<file path="config.mk">
export PLATFORM = sky130hd
export DESIGN_NAME = swt_top
export DESIGN_NICKNAME = d
export VERILOG_FILES = /design/src/rtl/swt_pkg.sv /design/src/rtl/swt_top.sv
export SDC_FILE = /design/constraint.sdc
export NUM_CORES = 1
export LEC_CHECK = 0
export BUFFER_PORTS_ARGS = -buffer_cell sky130_fd_sc_hd__buf_4
export CORE_MARGIN = 4
export CORE_UTILIZATION = 55
export CTS_CLUSTER_DIAMETER = 30
export DETAILED_ROUTE_END_ITERATION = 12
export GPL_ROUTABILITY_DRIVEN = 1
export GPL_TIMING_DRIVEN = 0
export PLACE_DENSITY = 0.85
export SYNTH_ARGS = -nofsm -noshare
export SYNTH_HDL_FRONTEND = slang
export SYNTH_SLANG_ARGS = --single-unit
</file>
<file path="constraint.sdc">
create_clock -name pclk -period 3.65 [get_ports pclk]
set_clock_uncertainty 0.15 [all_clocks]
set_input_delay 0.5475 -clock pclk [delete_from_list [all_inputs] [get_ports pclk]]
set_output_delay 0.5475 -clock pclk [all_outputs]
set_load 0.05 [all_outputs]
</file>
<file path="src/rtl/swt_pkg.sv">
// Package of constants and types for the BCD stopwatch timer
package swt_pkg;
  // Register indices; byte address is four times the index
  localparam logic [15:0] IDX_PRIORITY   = 16'hFF20;
  localparam logic [15:0] IDX_ENABLE     = 16'hFF22;
  localparam logic [15:0] IDX_FLAGS      = 16'hFF24;
  localparam logic [15:0] IDX_MODE       = 16'hFF42;
  localparam logic [15:0] IDX_COUNT      = 16'hFF43;
  localparam logic [15:0] IDX_INT_STATUS = 16'hFF44;
  localparam logic [15:0] IDX_INT_MASK   = 16'hFF45;
  // Field positions
  localparam int BIT_RUN      = 0;
  localparam int BIT_CLEAR    = 1;
  localparam int BIT_EV_SEC   = 4;
  localparam int BIT_EV_TENTH = 5;
  localparam int BIT_EV_HUND  = 6;
  localparam int BIT_PRIO_LO  = 2;
  localparam int BIT_PRIO_HI  = 3;
  // Reset values
  localparam logic [7:0] RST_BYTE  = 8'h00;
  localparam logic [2:0] RST_EV    = 3'h0;
  localparam logic [1:0] RST_PRIO  = 2'h0;
  // Vector table offsets
  localparam logic [7:0] VEC_HUND  = 8'h16;
  localparam logic [7:0] VEC_TENTH = 8'h18;
  localparam logic [7:0] VEC_SEC   = 8'h1A;
  localparam logic [7:0] VEC_NONE  = 8'h00;
  // Timing
  localparam int CLK_PERIOD_NS  = 10;
  localparam int TICK_PERIOD_NS = 3906250;
  localparam int TICK_CYCLES    = TICK_PERIOD_NS / CLK_PERIOD_NS;
  localparam logic [8:0] STEP_ADD  = 9'h064;
  localparam logic [8:0] STEP_WRAP = 9'h100;
  localparam logic [3:0] BCD_MAX   = 4'h9;
  // Event group: hund = bit 2, tenth = bit 1, sec = bit 0
  typedef struct packed {
    logic hund;
    logic tenth;
    logic sec;
  } swt_evt_t;
endpackage : swt_pkg

</file>
<file path="src/rtl/swt_top.sv">
// BCD stopwatch timer with APB register slave and interrupt logic
// Behaviour
// Run bit runs or halts counter
// Writing clear bit zeroes the count
// Count byte holds tenths and hundredths BCD
// Stop takes effect after one aligned count
// Separate enables for three events, reset off
// Event flags set on each event
// Flags set always; request needs enable
// Write one clears flag, zero keeps
// Two-bit priority field, resets to zero
// Distinct vector offsets per event
// Hundredths steps, carries raise tenth, second
//
// Added by the designer: the APB slave port.
module swt_top
  import swt_pkg::*;
#(
  parameter int TICK_DIV = swt_pkg::TICK_CYCLES,
  parameter int AW       = 18
) (
  input  wire logic             pclk,
  input  wire logic             presetn,
  input  wire logic             psel,
  input  wire logic             penable,
  input  wire logic             pwrite,
  input  wire logic [AW-1:0]    paddr,
  input  wire logic [31:0]      pwdata,
  input  wire logic [3:0]       pstrb,
  output logic      [31:0]      prdata,
  output logic                  pready,
  output logic                  pslverr,
  output logic                  irq,
  output swt_pkg::swt_evt_t     sw_req,
  output logic      [1:0]       sw_priority,
  output logic      [7:0]       sw_vector
);
  import swt_pkg::*;

  localparam int TW = $clog2(TICK_DIV + 1);

  logic [TW-1:0] div_r,     div_nxt;
  logic          tick_r,    tick_nxt;
  logic [7:0]    acc_r,     acc_nxt;
  logic [3:0]    tenths_r,  tenths_nxt;
  logic [3:0]    hunds_r,   hunds_nxt;
  logic          run_r,     run_nxt;
  logic          active_r,  active_nxt;
  swt_evt_t      evt_r,     evt_nxt;
  swt_evt_t      flags_r,   flags_nxt;
  swt_evt_t      en_r,      en_nxt;
  swt_evt_t      stat_r,    stat_nxt;
  swt_evt_t      mask_r,    mask_nxt;
  logic [1:0]    prio_r,    prio_nxt;
  logic [31:0]   prdata_r,  prdata_nxt;
  logic          pready_r,  pready_nxt;
  logic          pslverr_r, pslverr_nxt;
  logic          irq_r,     irq_nxt;
  swt_evt_t      req_r,     req_nxt;
  logic [7:0]    vec_r,     vec_nxt;

  logic [15:0]   idx;
  logic          setup;
  logic          done;
  logic          wr;
  logic          rd;
  logic          wr_lane0;
  logic [7:0]    wbyte;
  logic          hit;
  logic [8:0]    acc_sum;
  logic          step;
  swt_evt_t      wr_evt;

  assign idx      = paddr[17:2];
  assign setup    = psel && !penable;
  assign done     = psel && penable && pready_r;
  assign wr       = done && pwrite;
  assign rd       = done && !pwrite;
  assign wr_lane0 = wr && pstrb[0];
  assign wbyte    = pwdata[7:0];
  assign wr_evt   = '{hund: wbyte[BIT_EV_HUND], tenth: wbyte[BIT_EV_TENTH], sec: wbyte[BIT_EV_SEC]};
  assign hit      = (idx == IDX_PRIORITY) || (idx == IDX_ENABLE) || (idx == IDX_FLAGS) ||
                    (idx == IDX_MODE) || (idx == IDX_COUNT) || (idx == IDX_INT_STATUS) ||
                    (idx == IDX_INT_MASK);
  assign acc_sum  = {1'b0, acc_r} + STEP_ADD;

  // 256 Hz base tick from a divider
  always_comb begin
    div_nxt  = div_r + 1'b1;
    tick_nxt = 1'b0;
    if (div_r == TW'(TICK_DIV - 1)) begin
      div_nxt  = '0;
      tick_nxt = 1'b1;
    end
  end

  always_ff @(posedge pclk or negedge presetn) begin
    if (!presetn) begin
      div_r  <= '0;
      tick_r <= 1'b0;
    end else begin
      div_r  <= div_nxt;
      tick_r <= tick_nxt;
    end
  end

  // Counter: a run bit cleared keeps it going until the next base tick, where it takes one last count
  always_comb begin
    step       = 1'b0;
    acc_nxt    = acc_r;
    active_nxt = active_r;
    tenths_nxt = tenths_r;
    hunds_nxt  = hunds_r;
    evt_nxt    = '0;
    if (run_r) begin
      active_nxt = 1'b1;
    end
    if (tick_r && active_r) begin
      if (!run_r) begin
        step       = 1'b1;
        active_nxt = 1'b0;
        acc_nxt    = '0;
      end else if (acc_sum >= STEP_WRAP) begin
        step    = 1'b1;
        acc_nxt = 8'(acc_sum - STEP_WRAP);
      end else begin
        acc_nxt = acc_sum[7:0];
      end
    end
    if (step) begin
      evt_nxt.hund = 1'b1;
      if (hunds_r == BCD_MAX) begin
        hunds_nxt     = 4'h0;
        evt_nxt.tenth = 1'b1;
        if (tenths_r == BCD_MAX) begin
          tenths_nxt  = 4'h0;
          evt_nxt.sec = 1'b1;
        end else begin
          tenths_nxt = tenths_r + 4'h1;
        end
      end else begin
        hunds_nxt = hunds_r + 4'h1;
      end
    end
    // Clear outranks a step in the same cycle and drops the partial hundredth
    if (wr_lane0 && idx == IDX_MODE && wbyte[BIT_CLEAR]) begin
      tenths_nxt = 4'h0;
      hunds_nxt  = 4'h0;
      acc_nxt    = '0;
    end
  end

  always_ff @(posedge pclk or negedge presetn) begin
    if (!presetn) begin
      acc_r    <= '0;
      active_r <= 1'b0;
      tenths_r <= 4'h0;
      hunds_r  <= 4'h0;
      evt_r    <= RST_EV;
    end else begin
      acc_r    <= acc_nxt;
      active_r <= active_nxt;
      tenths_r <= tenths_nxt;
      hunds_r  <= hunds_nxt;
      evt_r    <= evt_nxt;
    end
  end

  // Registers, flags and interrupt outputs; hardware set beats software clear
  always_comb begin
    run_nxt     = run_r;
    en_nxt      = en_r;
    mask_nxt    = mask_r;
    prio_nxt    = prio_r;
    flags_nxt   = flags_r;
    stat_nxt    = stat_r;
    prdata_nxt  = prdata_r;
    pready_nxt  = 1'b0;
    pslverr_nxt = 1'b0;
    if (wr_lane0) begin
      case (idx)
        IDX_MODE:     run_nxt   = wbyte[BIT_RUN];
        IDX_ENABLE:   en_nxt    = wr_evt;
        IDX_INT_MASK: mask_nxt  = wr_evt;
        IDX_PRIORITY: prio_nxt  = wbyte[BIT_PRIO_HI:BIT_PRIO_LO];
        IDX_FLAGS:    flags_nxt = flags_r & ~wr_evt;
        default:      run_nxt   = run_r;
      endcase
    end
    if (rd && idx == IDX_INT_STATUS) begin
      stat_nxt = '0;
    end
    flags_nxt = flags_nxt | evt_r;
    stat_nxt  = stat_nxt | evt_r;
    // Status read shows events landing now, else the read's clear would lose them
    if (setup) begin
      pready_nxt  = 1'b1;
      pslverr_nxt = !hit;
      prdata_nxt  = '0;
      case (idx)
        IDX_MODE:       prdata_nxt[BIT_RUN] = run_r;
        IDX_COUNT:      prdata_nxt[7:0] = {tenths_r, hunds_r};
        IDX_PRIORITY:   prdata_nxt[BIT_PRIO_HI:BIT_PRIO_LO] = prio_r;
        IDX_ENABLE:     prdata_nxt[BIT_EV_HUND:BIT_EV_SEC] = en_r;
        IDX_FLAGS:      prdata_nxt[BIT_EV_HUND:BIT_EV_SEC] = flags_r;
        IDX_INT_STATUS: prdata_nxt[BIT_EV_HUND:BIT_EV_SEC] = stat_r | evt_r;
        IDX_INT_MASK:   prdata_nxt[BIT_EV_HUND:BIT_EV_SEC] = mask_r;
        default:        prdata_nxt = '0;
      endcase
    end
    req_nxt = flags_r & en_r;
    irq_nxt = |(stat_r & mask_r);
    // Hundredths outranks tenths outranks seconds when several are pending
    if (req_nxt.hund) begin
      vec_nxt = VEC_HUND;
    end else if (req_nxt.tenth) begin
      vec_nxt = VEC_TENTH;
    end else if (req_nxt.sec) begin
      vec_nxt = VEC_SEC;
    end else begin
      vec_nxt = VEC_NONE;
    end
  end

  always_ff @(posedge pclk or negedge presetn) begin
    if (!presetn) begin
      run_r     <= 1'b0;
      en_r      <= RST_EV;
      mask_r    <= RST_EV;
      prio_r    <= RST_PRIO;
      flags_r   <= RST_EV;
      stat_r    <= RST_EV;
      prdata_r  <= '0;
      pready_r  <= 1'b0;
      pslverr_r <= 1'b0;
      req_r     <= RST_EV;
      irq_r     <= 1'b0;
      vec_r     <= VEC_NONE;
    end else begin
      run_r     <= run_nxt;
      en_r      <= en_nxt;
      mask_r    <= mask_nxt;
      prio_r    <= prio_nxt;
      flags_r   <= flags_nxt;
      stat_r    <= stat_nxt;
      prdata_r  <= prdata_nxt;
      pready_r  <= pready_nxt;
      pslverr_r <= pslverr_nxt;
      req_r     <= req_nxt;
      irq_r     <= irq_nxt;
      vec_r     <= vec_nxt;
    end
  end

  assign prdata      = prdata_r;
  assign pready      = pready_r;
  assign pslverr     = pslverr_r;
  assign irq         = irq_r;
  assign sw_req      = req_r;
  assign sw_priority = prio_r;
  assign sw_vector   = vec_r;

  // Cycles spent stopping; a full base tick is far beyond any delay range in a property
  logic [TW:0]   stop_wait_r, stop_wait_nxt;

  always_comb begin
    stop_wait_nxt = stop_wait_r + 1'b1;
    if (run_r || !active_r) begin
      stop_wait_nxt = '0;
    end
  end

  always_ff @(posedge pclk or negedge presetn) begin
    if (!presetn) begin
      stop_wait_r <= '0;
    end else begin
      stop_wait_r <= stop_wait_nxt;
    end
  end
endmodule : swt_top

</file>
==> flow_metrics.tcl, run 1 <==
set metrics [dict create \
    core_area_um2 6390 \
    postCtsSetupBuffers 0 \
    yosysUniqueCellTypes 51 \
    area_delta_synth_final_pct 20.2 \
    post-dp-hpwl_mm 5.55 \
    worstReg2RegStart "div_r[9]" \
    dr.pass1.iters 4 \
    gp_congestion 0.816 \
    r2r_slack_ns 1.53 \
    hold_viol 0 \
    num_rows 29 \
    synthCells 354 \
    die_x_um 89.3 \
    yosysTopAreaCellShare 0.482 \
    startpoint_type "flop" \
    drtAntennaViolNets 0 \
    cts_tree "built" \
    crit_slowest_cell "nor3_1" \
    grt_pass1_wl_mm 12.1 \
    die_y_um 89.3 \
    finalCriticalPeriod_ns 2.12 \
    drt-initial-drc-count 144 \
    grt_max_degree 71 \
    maxSlewHeadroom 0.430 \
    worstHoldPathType "input port to asynchronous set/reset pin" \
    yosysSeqAreaShare 0.482 \
    netlist_area_um2 3630 \
    max-clock-path-buffers 2 \
    status "finished, final reports clean" \
    synthFlopType "dfrtp_1" \
    ys_warn_count 0 \
    synth_most_common_cell "dfrtp_1" \
    ioPinCount 107 \
    synth_edf_count 0 \
    final_nets 506 \
    cts_resized 0 \
    grt-ovfl-total 0 \
    num_vias 2800 \
    post-route-period-util 0.582 \
    crit_chain "nor4_1 -> nand4_1 -> nor3_1 -> buf_2 -> nor2_1" \
    diodes 0 \
    initial_core_util 0.569 \
    rsz0062_at_grt "false" \
    power_mw 1.52 \
    routed_wirelength_mm 7.53 \
    ir_drop_uv 220 \
    critical-path-top-delay-family "simple AND/OR/NAND/NOR gates" \
    rr_endpoint "div_r[8]" \
    drc 0 \
    power_leakage_nw 2.14 \
    use_met3 0.0452 \
    synthTopCellsByArea "dfrtp_1, buf_4, nor2_1, mux2_2, nand2_1" \
    cts_buffers 9 \
    track_usage 0.199 \
    clk-insertion-delay-late_ns 0.34 \
    cts-hold-fix-buffers 0 \
    path_class "flop to flop" \
    grt_use_met2 0.327 \
    critical_path.max_fanout 10 \
    r2r.worst_path.cells 5 \
    pre_cts_slack_ns 1.46 \
    io_buffers 48 \
    cts.clk_slew.worst_paths_ns 0.08 \
    wl_per_cell_um 14.4 \
    cts-htree-levels 3 \
    critPathCaptureType "flop" \
    synth_common_cells "dfrtp_1, nor2_1, buf_4" \
    synth-seq-cells 70 \
    cap_violations 0 \
    cts.sinks 70 \
    root_buffer "clkbuf_8" \
    use_met1 0.249 \
    fin_ws_ns 1.53 \
    cp.arrival_ns 2.20 \
    pwr_density_cell_nw_per_um2 347 \
    critPathBufInv 1 \
    cpPeakStageDelay_ns 0.60 \
    drive_gt1_frac 0.274 \
    setup_viol 0 \
    tns_ns 0 \
    synth_area_leader_cell "dfrtp_1" \
    maxSlewViolCount 0 \
    grt_pass1_vias 2603 \
    worst-slew-pin-transition_ns 0.854 \
    required_ns 3.72 \
    fmax_mhz 471 \
    grt-busiest-layer "met2" \
    die_area_um2 7970 \
    syn_avg_cell_area_um2 10.3 \
    antenna_found_initial 0 \
    via_per_inst 5.36 \
    synthArstFlopShare 1.00 \
]
-- where the power goes --
part | leakage, nW | internal [mW] | switching [mW]
registers | 0.883 | 0.780 | 0.00276
logic | 1.18 | 0.0568 | 0.127
clock network | 0.0751 | 0.250 | 0.301
total | 2.14 | 1.09 | 0.431
-- layout by cell type, fill, tap and decap left out, types with 2 or more instances in the layout --
cell         n
a21o_1       8
a21oi_1      8
a221oi_1     3
a22oi_1      8
a311oi_1     4
a31oi_1      4
and2_1       2
and3_1       7
and4_1       2
buf_2        2
buf_4       79
buf_6        2
clkbuf_1     3
clkbuf_8     9
clkinvlp_4   4
conb_1      28
dfrtp_1     70
ha_1         7
inv_1       11
mux2_2      10
mux2i_1      2
nand2_1     29
nand2b_1     4
nand3_1     17
nand3b_1     3
nand4_1      9
nor2_1      45
nor2_4       2
nor2b_1      6
nor3_1       7
nor4b_4      2
o21ai_0      9
xnor2_1      9
xor2_1       9
-- area by class of cell --
| cell class | count | area [um^2] |
|---|---|---|
| fillers | 527 | 2020 |
| flip-flops and latches | 70 | 1750 |
| multi-input cells | 262 | 1670 |
| repair buffers | 48 | 360 |
| plain buffers | 37 | 273 |
| clock buffers | 10 | 128 |
| well taps | 77 | 96.3 |
| clock inverters | 6 | 47.5 |
| inverters | 12 | 45.0 |
-- sequential cells by signal, summed over array words and instances, names as in the netlist, 2 cells and up --
signal	cells
acc_r	6
div_r	19
en_r	3
evt_r	3
flags_r	3
hunds_r	4
mask_r	3
prdata	8
stat_r	3
sw_priority	2
sw_req	2
sw_vector	4
tenths_r	4
-- worst max path at each step --
stage,slack [ns],cells after the start,endpoint,start
5_1_grt,1.38,5,div_r[8],div_r[9]
4_1_cts,1.52,5,div_r[8],div_r[9]
2_1_floorplan,1.75,4,run_r,paddr[9]
3_5_place_dp,1.46,7,acc_r[7],paddr[9]
3_3_place_gp,1.48,7,acc_r[4],paddr[9]
6_report,1.53,5,div_r[8],div_r[9]
-- worst register-to-register path: cells and delay by family (launching register included) --
family | cells | cell delay (ns)
buffers and inverters | 1 | 0.34
flip-flops | 1 | 0.44
AND/OR/NAND/NOR | 4 | 1.08
-- routing by layer --
layer	share of wire	wire (um)	vias up
met5	0	0	-
met4	0.018	139	0
met3	0.076	571	15
met2	0.50	3750	86
met1	0.41	3070	1350
li1	-	-	1349
-- logic make-up (layout without fill, tap and decap cells) --
logic type               Yosys count  in the layout  share of synthesized area
XOR/XNOR                          18             18                     0.0434
other                              1             28                    0.00103
multiplexers                      13             13                     0.0396
adder cells (fa/ha/maj)            7              7                     0.0241
flip-flops                        70             70                      0.482
AO/OA/AOI/OAI                     50             50                     0.0998
buffers and inverters             49            113                     0.0874
AND/OR/NAND/NOR                  146            146                      0.223
-- stage by stage --
stage / std cells / area (um^2) / util / hold slack [ns]
3_5_place_dp: 506 / 4190 / 0.657 / 0.313
2_1_floorplan: 381 / 3740 / - / 0.102
5_1_grt: 522 / 4370 / 0.684 / 0.219
3_3_place_gp: 506 / 4190 / 0.657 / 0.310
4_1_cts: 522 / 4370 / 0.684 / 0.179
6_report: 522 / 4370 / 0.684 / 0.158
Note: power is estimated with default switching activity, not from simulation.
==> run 2, diff against run 1 <==
--- a/config.mk
+++ b/config.mk
@@ -7,12 +7,12 @@
 export LEC_CHECK = 0
 export BUFFER_PORTS_ARGS = -buffer_cell sky130_fd_sc_hd__buf_4
 export CORE_MARGIN = 4
-export CORE_UTILIZATION = 55
+export CORE_UTILIZATION = 47
 export CTS_CLUSTER_DIAMETER = 30
 export DETAILED_ROUTE_END_ITERATION = 12
 export GPL_ROUTABILITY_DRIVEN = 1
 export GPL_TIMING_DRIVEN = 0
-export PLACE_DENSITY = 0.85
+export PLACE_DENSITY = 0.78
 export SYNTH_ARGS = -nofsm -noshare
 export SYNTH_HDL_FRONTEND = slang
 export SYNTH_SLANG_ARGS = --single-unit
==> constraint.sdc (replaced) <==
create_clock -name pclk -period 1.95 [get_ports pclk]
set_clock_uncertainty 0.15 [all_clocks]
set_input_delay 0.2925 -clock pclk [delete_from_list [all_inputs] [get_ports pclk]]
set_output_delay 0.2925 -clock pclk [all_outputs]
set_load 0.05 [all_outputs]
==> run 2 against run 1 <==
  * Non-clock buffer count rose by 7
  * Wire length fell by 1.0%
  * Register-to-register slack got worse by 1.4 ns
  * Maximum frequency rose by 14%
  * Die area rose by 15%
  * First-iteration DRC count fell by 29%
==> flow_metrics.tcl, run 2 (synthesis results as in run 1) <==
set metrics [dict create \
    drtAntennaViolNets 0 \
    power_mw 2.85 \
    post-dp-hpwl_mm 5.38 \
    hold_viol 0 \
    area_delta_synth_final_pct 23.6 \
    cts_buffers 9 \
    drc 0 \
    drive_gt1_frac 0.294 \
    regMostFlops "div_r" \
    grt_pass1_vias 2659 \
    clk-insertion-delay-late_ns 0.34 \
    fmax_mhz 535 \
    routed_wirelength_mm 7.46 \
    io_buffers 48 \
    final.fill_count 627 \
    num_vias 2787 \
    die_y_um 95.9 \
    drt-initial-drc-count 102 \
    critPathCaptureType "flop" \
    largest_reg_flops 19 \
    critical_path.max_fanout 7 \
    required_ns 2.03 \
    holdPathStages 2 \
    max-clock-path-buffers 2 \
    grt_pass1_wl_mm 12.0 \
    root_buffer "clkbuf_8" \
    die_area_um2 9200 \
    worst-slew-pin-transition_ns 0.854 \
    ioPinCount 107 \
    initial_core_util 0.493 \
    via_per_inst 5.06 \
    cts.sinks 70 \
    worstHoldPathType "input port to flop" \
    ir_drop_uv 338 \
    num_rows 31 \
    cts-htree-levels 3 \
    status "finished, final reports clean" \
    cts_tree "built" \
    layout_commonest_cell "buf_4" \
    final_cells 551 \
    die_x_um 95.9 \
    path_class "flop to flop" \
    finalCriticalPeriod_ns 1.87 \
    wl_per_cell_um 13.5 \
    final_cell_mix "buf_4, dfrtp_1, nor2_1" \
    pwr_density_cell_nw_per_um2 634 \
    rsz0062_at_grt "true" \
    dr.pass1.iters 4 \
    cts.clk_slew.worst_paths_ns 0.08 \
    grt-ovfl-total 0 \
    maxSlewViolCount 0 \
    antenna_found_initial 0 \
    cap_violations 0 \
    gp_congestion 0.865 \
    grt_max_degree 71 \
    track_usage 0.167 \
    cp.arrival_ns 1.95 \
    final_nets 513 \
    r2r.worst_path.cells 7 \
    power_leakage_nw 2.20 \
    place_inst 528 \
    post-route-period-util 0.958 \
    maxSlewHeadroom 0.431 \
    startpoint_type "flop" \
    diodes 0 \
    core_area_um2 7370 \
    setup_viol 0 \
]
==> run 2: where the power goes <==
group / internal (mW) / switching, mW / leakage, nW
clock: 0.467 / 0.573 / 0.0751
sequential: 1.46 / 0.00513 / 0.882
combinational: 0.108 / 0.239 / 1.25
==> run 2: routing by layer <==
layer	vias up	GRT usage	part of all wire
li1	1367	-	-
met1	1321	0.210	0.43
met2	83	0.276	0.49
met3	16	0.0375	0.062
met4	0	0.0723	0.019
met5	-	0	0
==> run 2: metrics by stage <==
step / utilization / TNS, ns / cell area [um^2] / setup slack [ns] / hold slack [ns]
finish: 0.610 / 0 / 4490 / 0.0819 / 0.0282
global route: 0.610 / -0.0276 / 4490 / -0.0276 / 0.0203
CTS: 0.603 / 0 / 4440 / 0.0144 / 0.0155
detailed placement: 0.573 / -0.646 / 4220 / -0.0715 / 0.308
global placement: 0.573 / -0.507 / 4220 / -0.0588 / 0.306
floorplan: - / 0 / 3740 / 0.0707 / -0.153
==> run 2: final cells by class <==
cell class / count / area (um^2) / area share
Inverter: 12 / 45.0 / 0.0100
Clock buffer: 10 / 128 / 0.0284
Clock inverter: 6 / 47.5 / 0.0106
Tap cell: 99 / 124 / 0.0276
Multi-Input combinational cell: 262 / 1710 / 0.380
Buffer: 37 / 275 / 0.0613
Timing Repair Buffer: 55 / 415 / 0.0925
Sequential cell: 70 / 1750 / 0.390
==> run 2: path summary, 6_finish.rpt <==
kind / slack (ns) / startpoint / to
worst max-delay path: 0.08 / hunds_r[1] / tenths_r[0]
worst min-delay path: 0.03 / pwdata[3] / sw_priority[1]
worst max register to register: 0.08 / hunds_r[1] / tenths_r[0]
worst min register to register: 0.32 / prdata[7] / prdata[7]
max in group asynchronous: 0.60 / presetn / hunds_r[0]
min in group asynchronous: 0.45 / presetn / sw_vector[4]
==> run 2: what timing repair did <==
action                     in CTS  in global routing
setup buffers                   4                  2
setup endpoints to repair      12                 20
pin swaps                       1                  2
hold buffers                    1                  0
resized for setup               1                  8
hold endpoints to repair       70                  0
==> run 2: critical path: stages, from the launching register on <==
cell	delay [ns]
dfrtp_1	0.41
inv_2	0.06
ha_1	0.13
nand3b_1	0.16
a2111oi_4	0.39
buf_4	0.22
mux2i_1	0.19
nor2_1	0.05
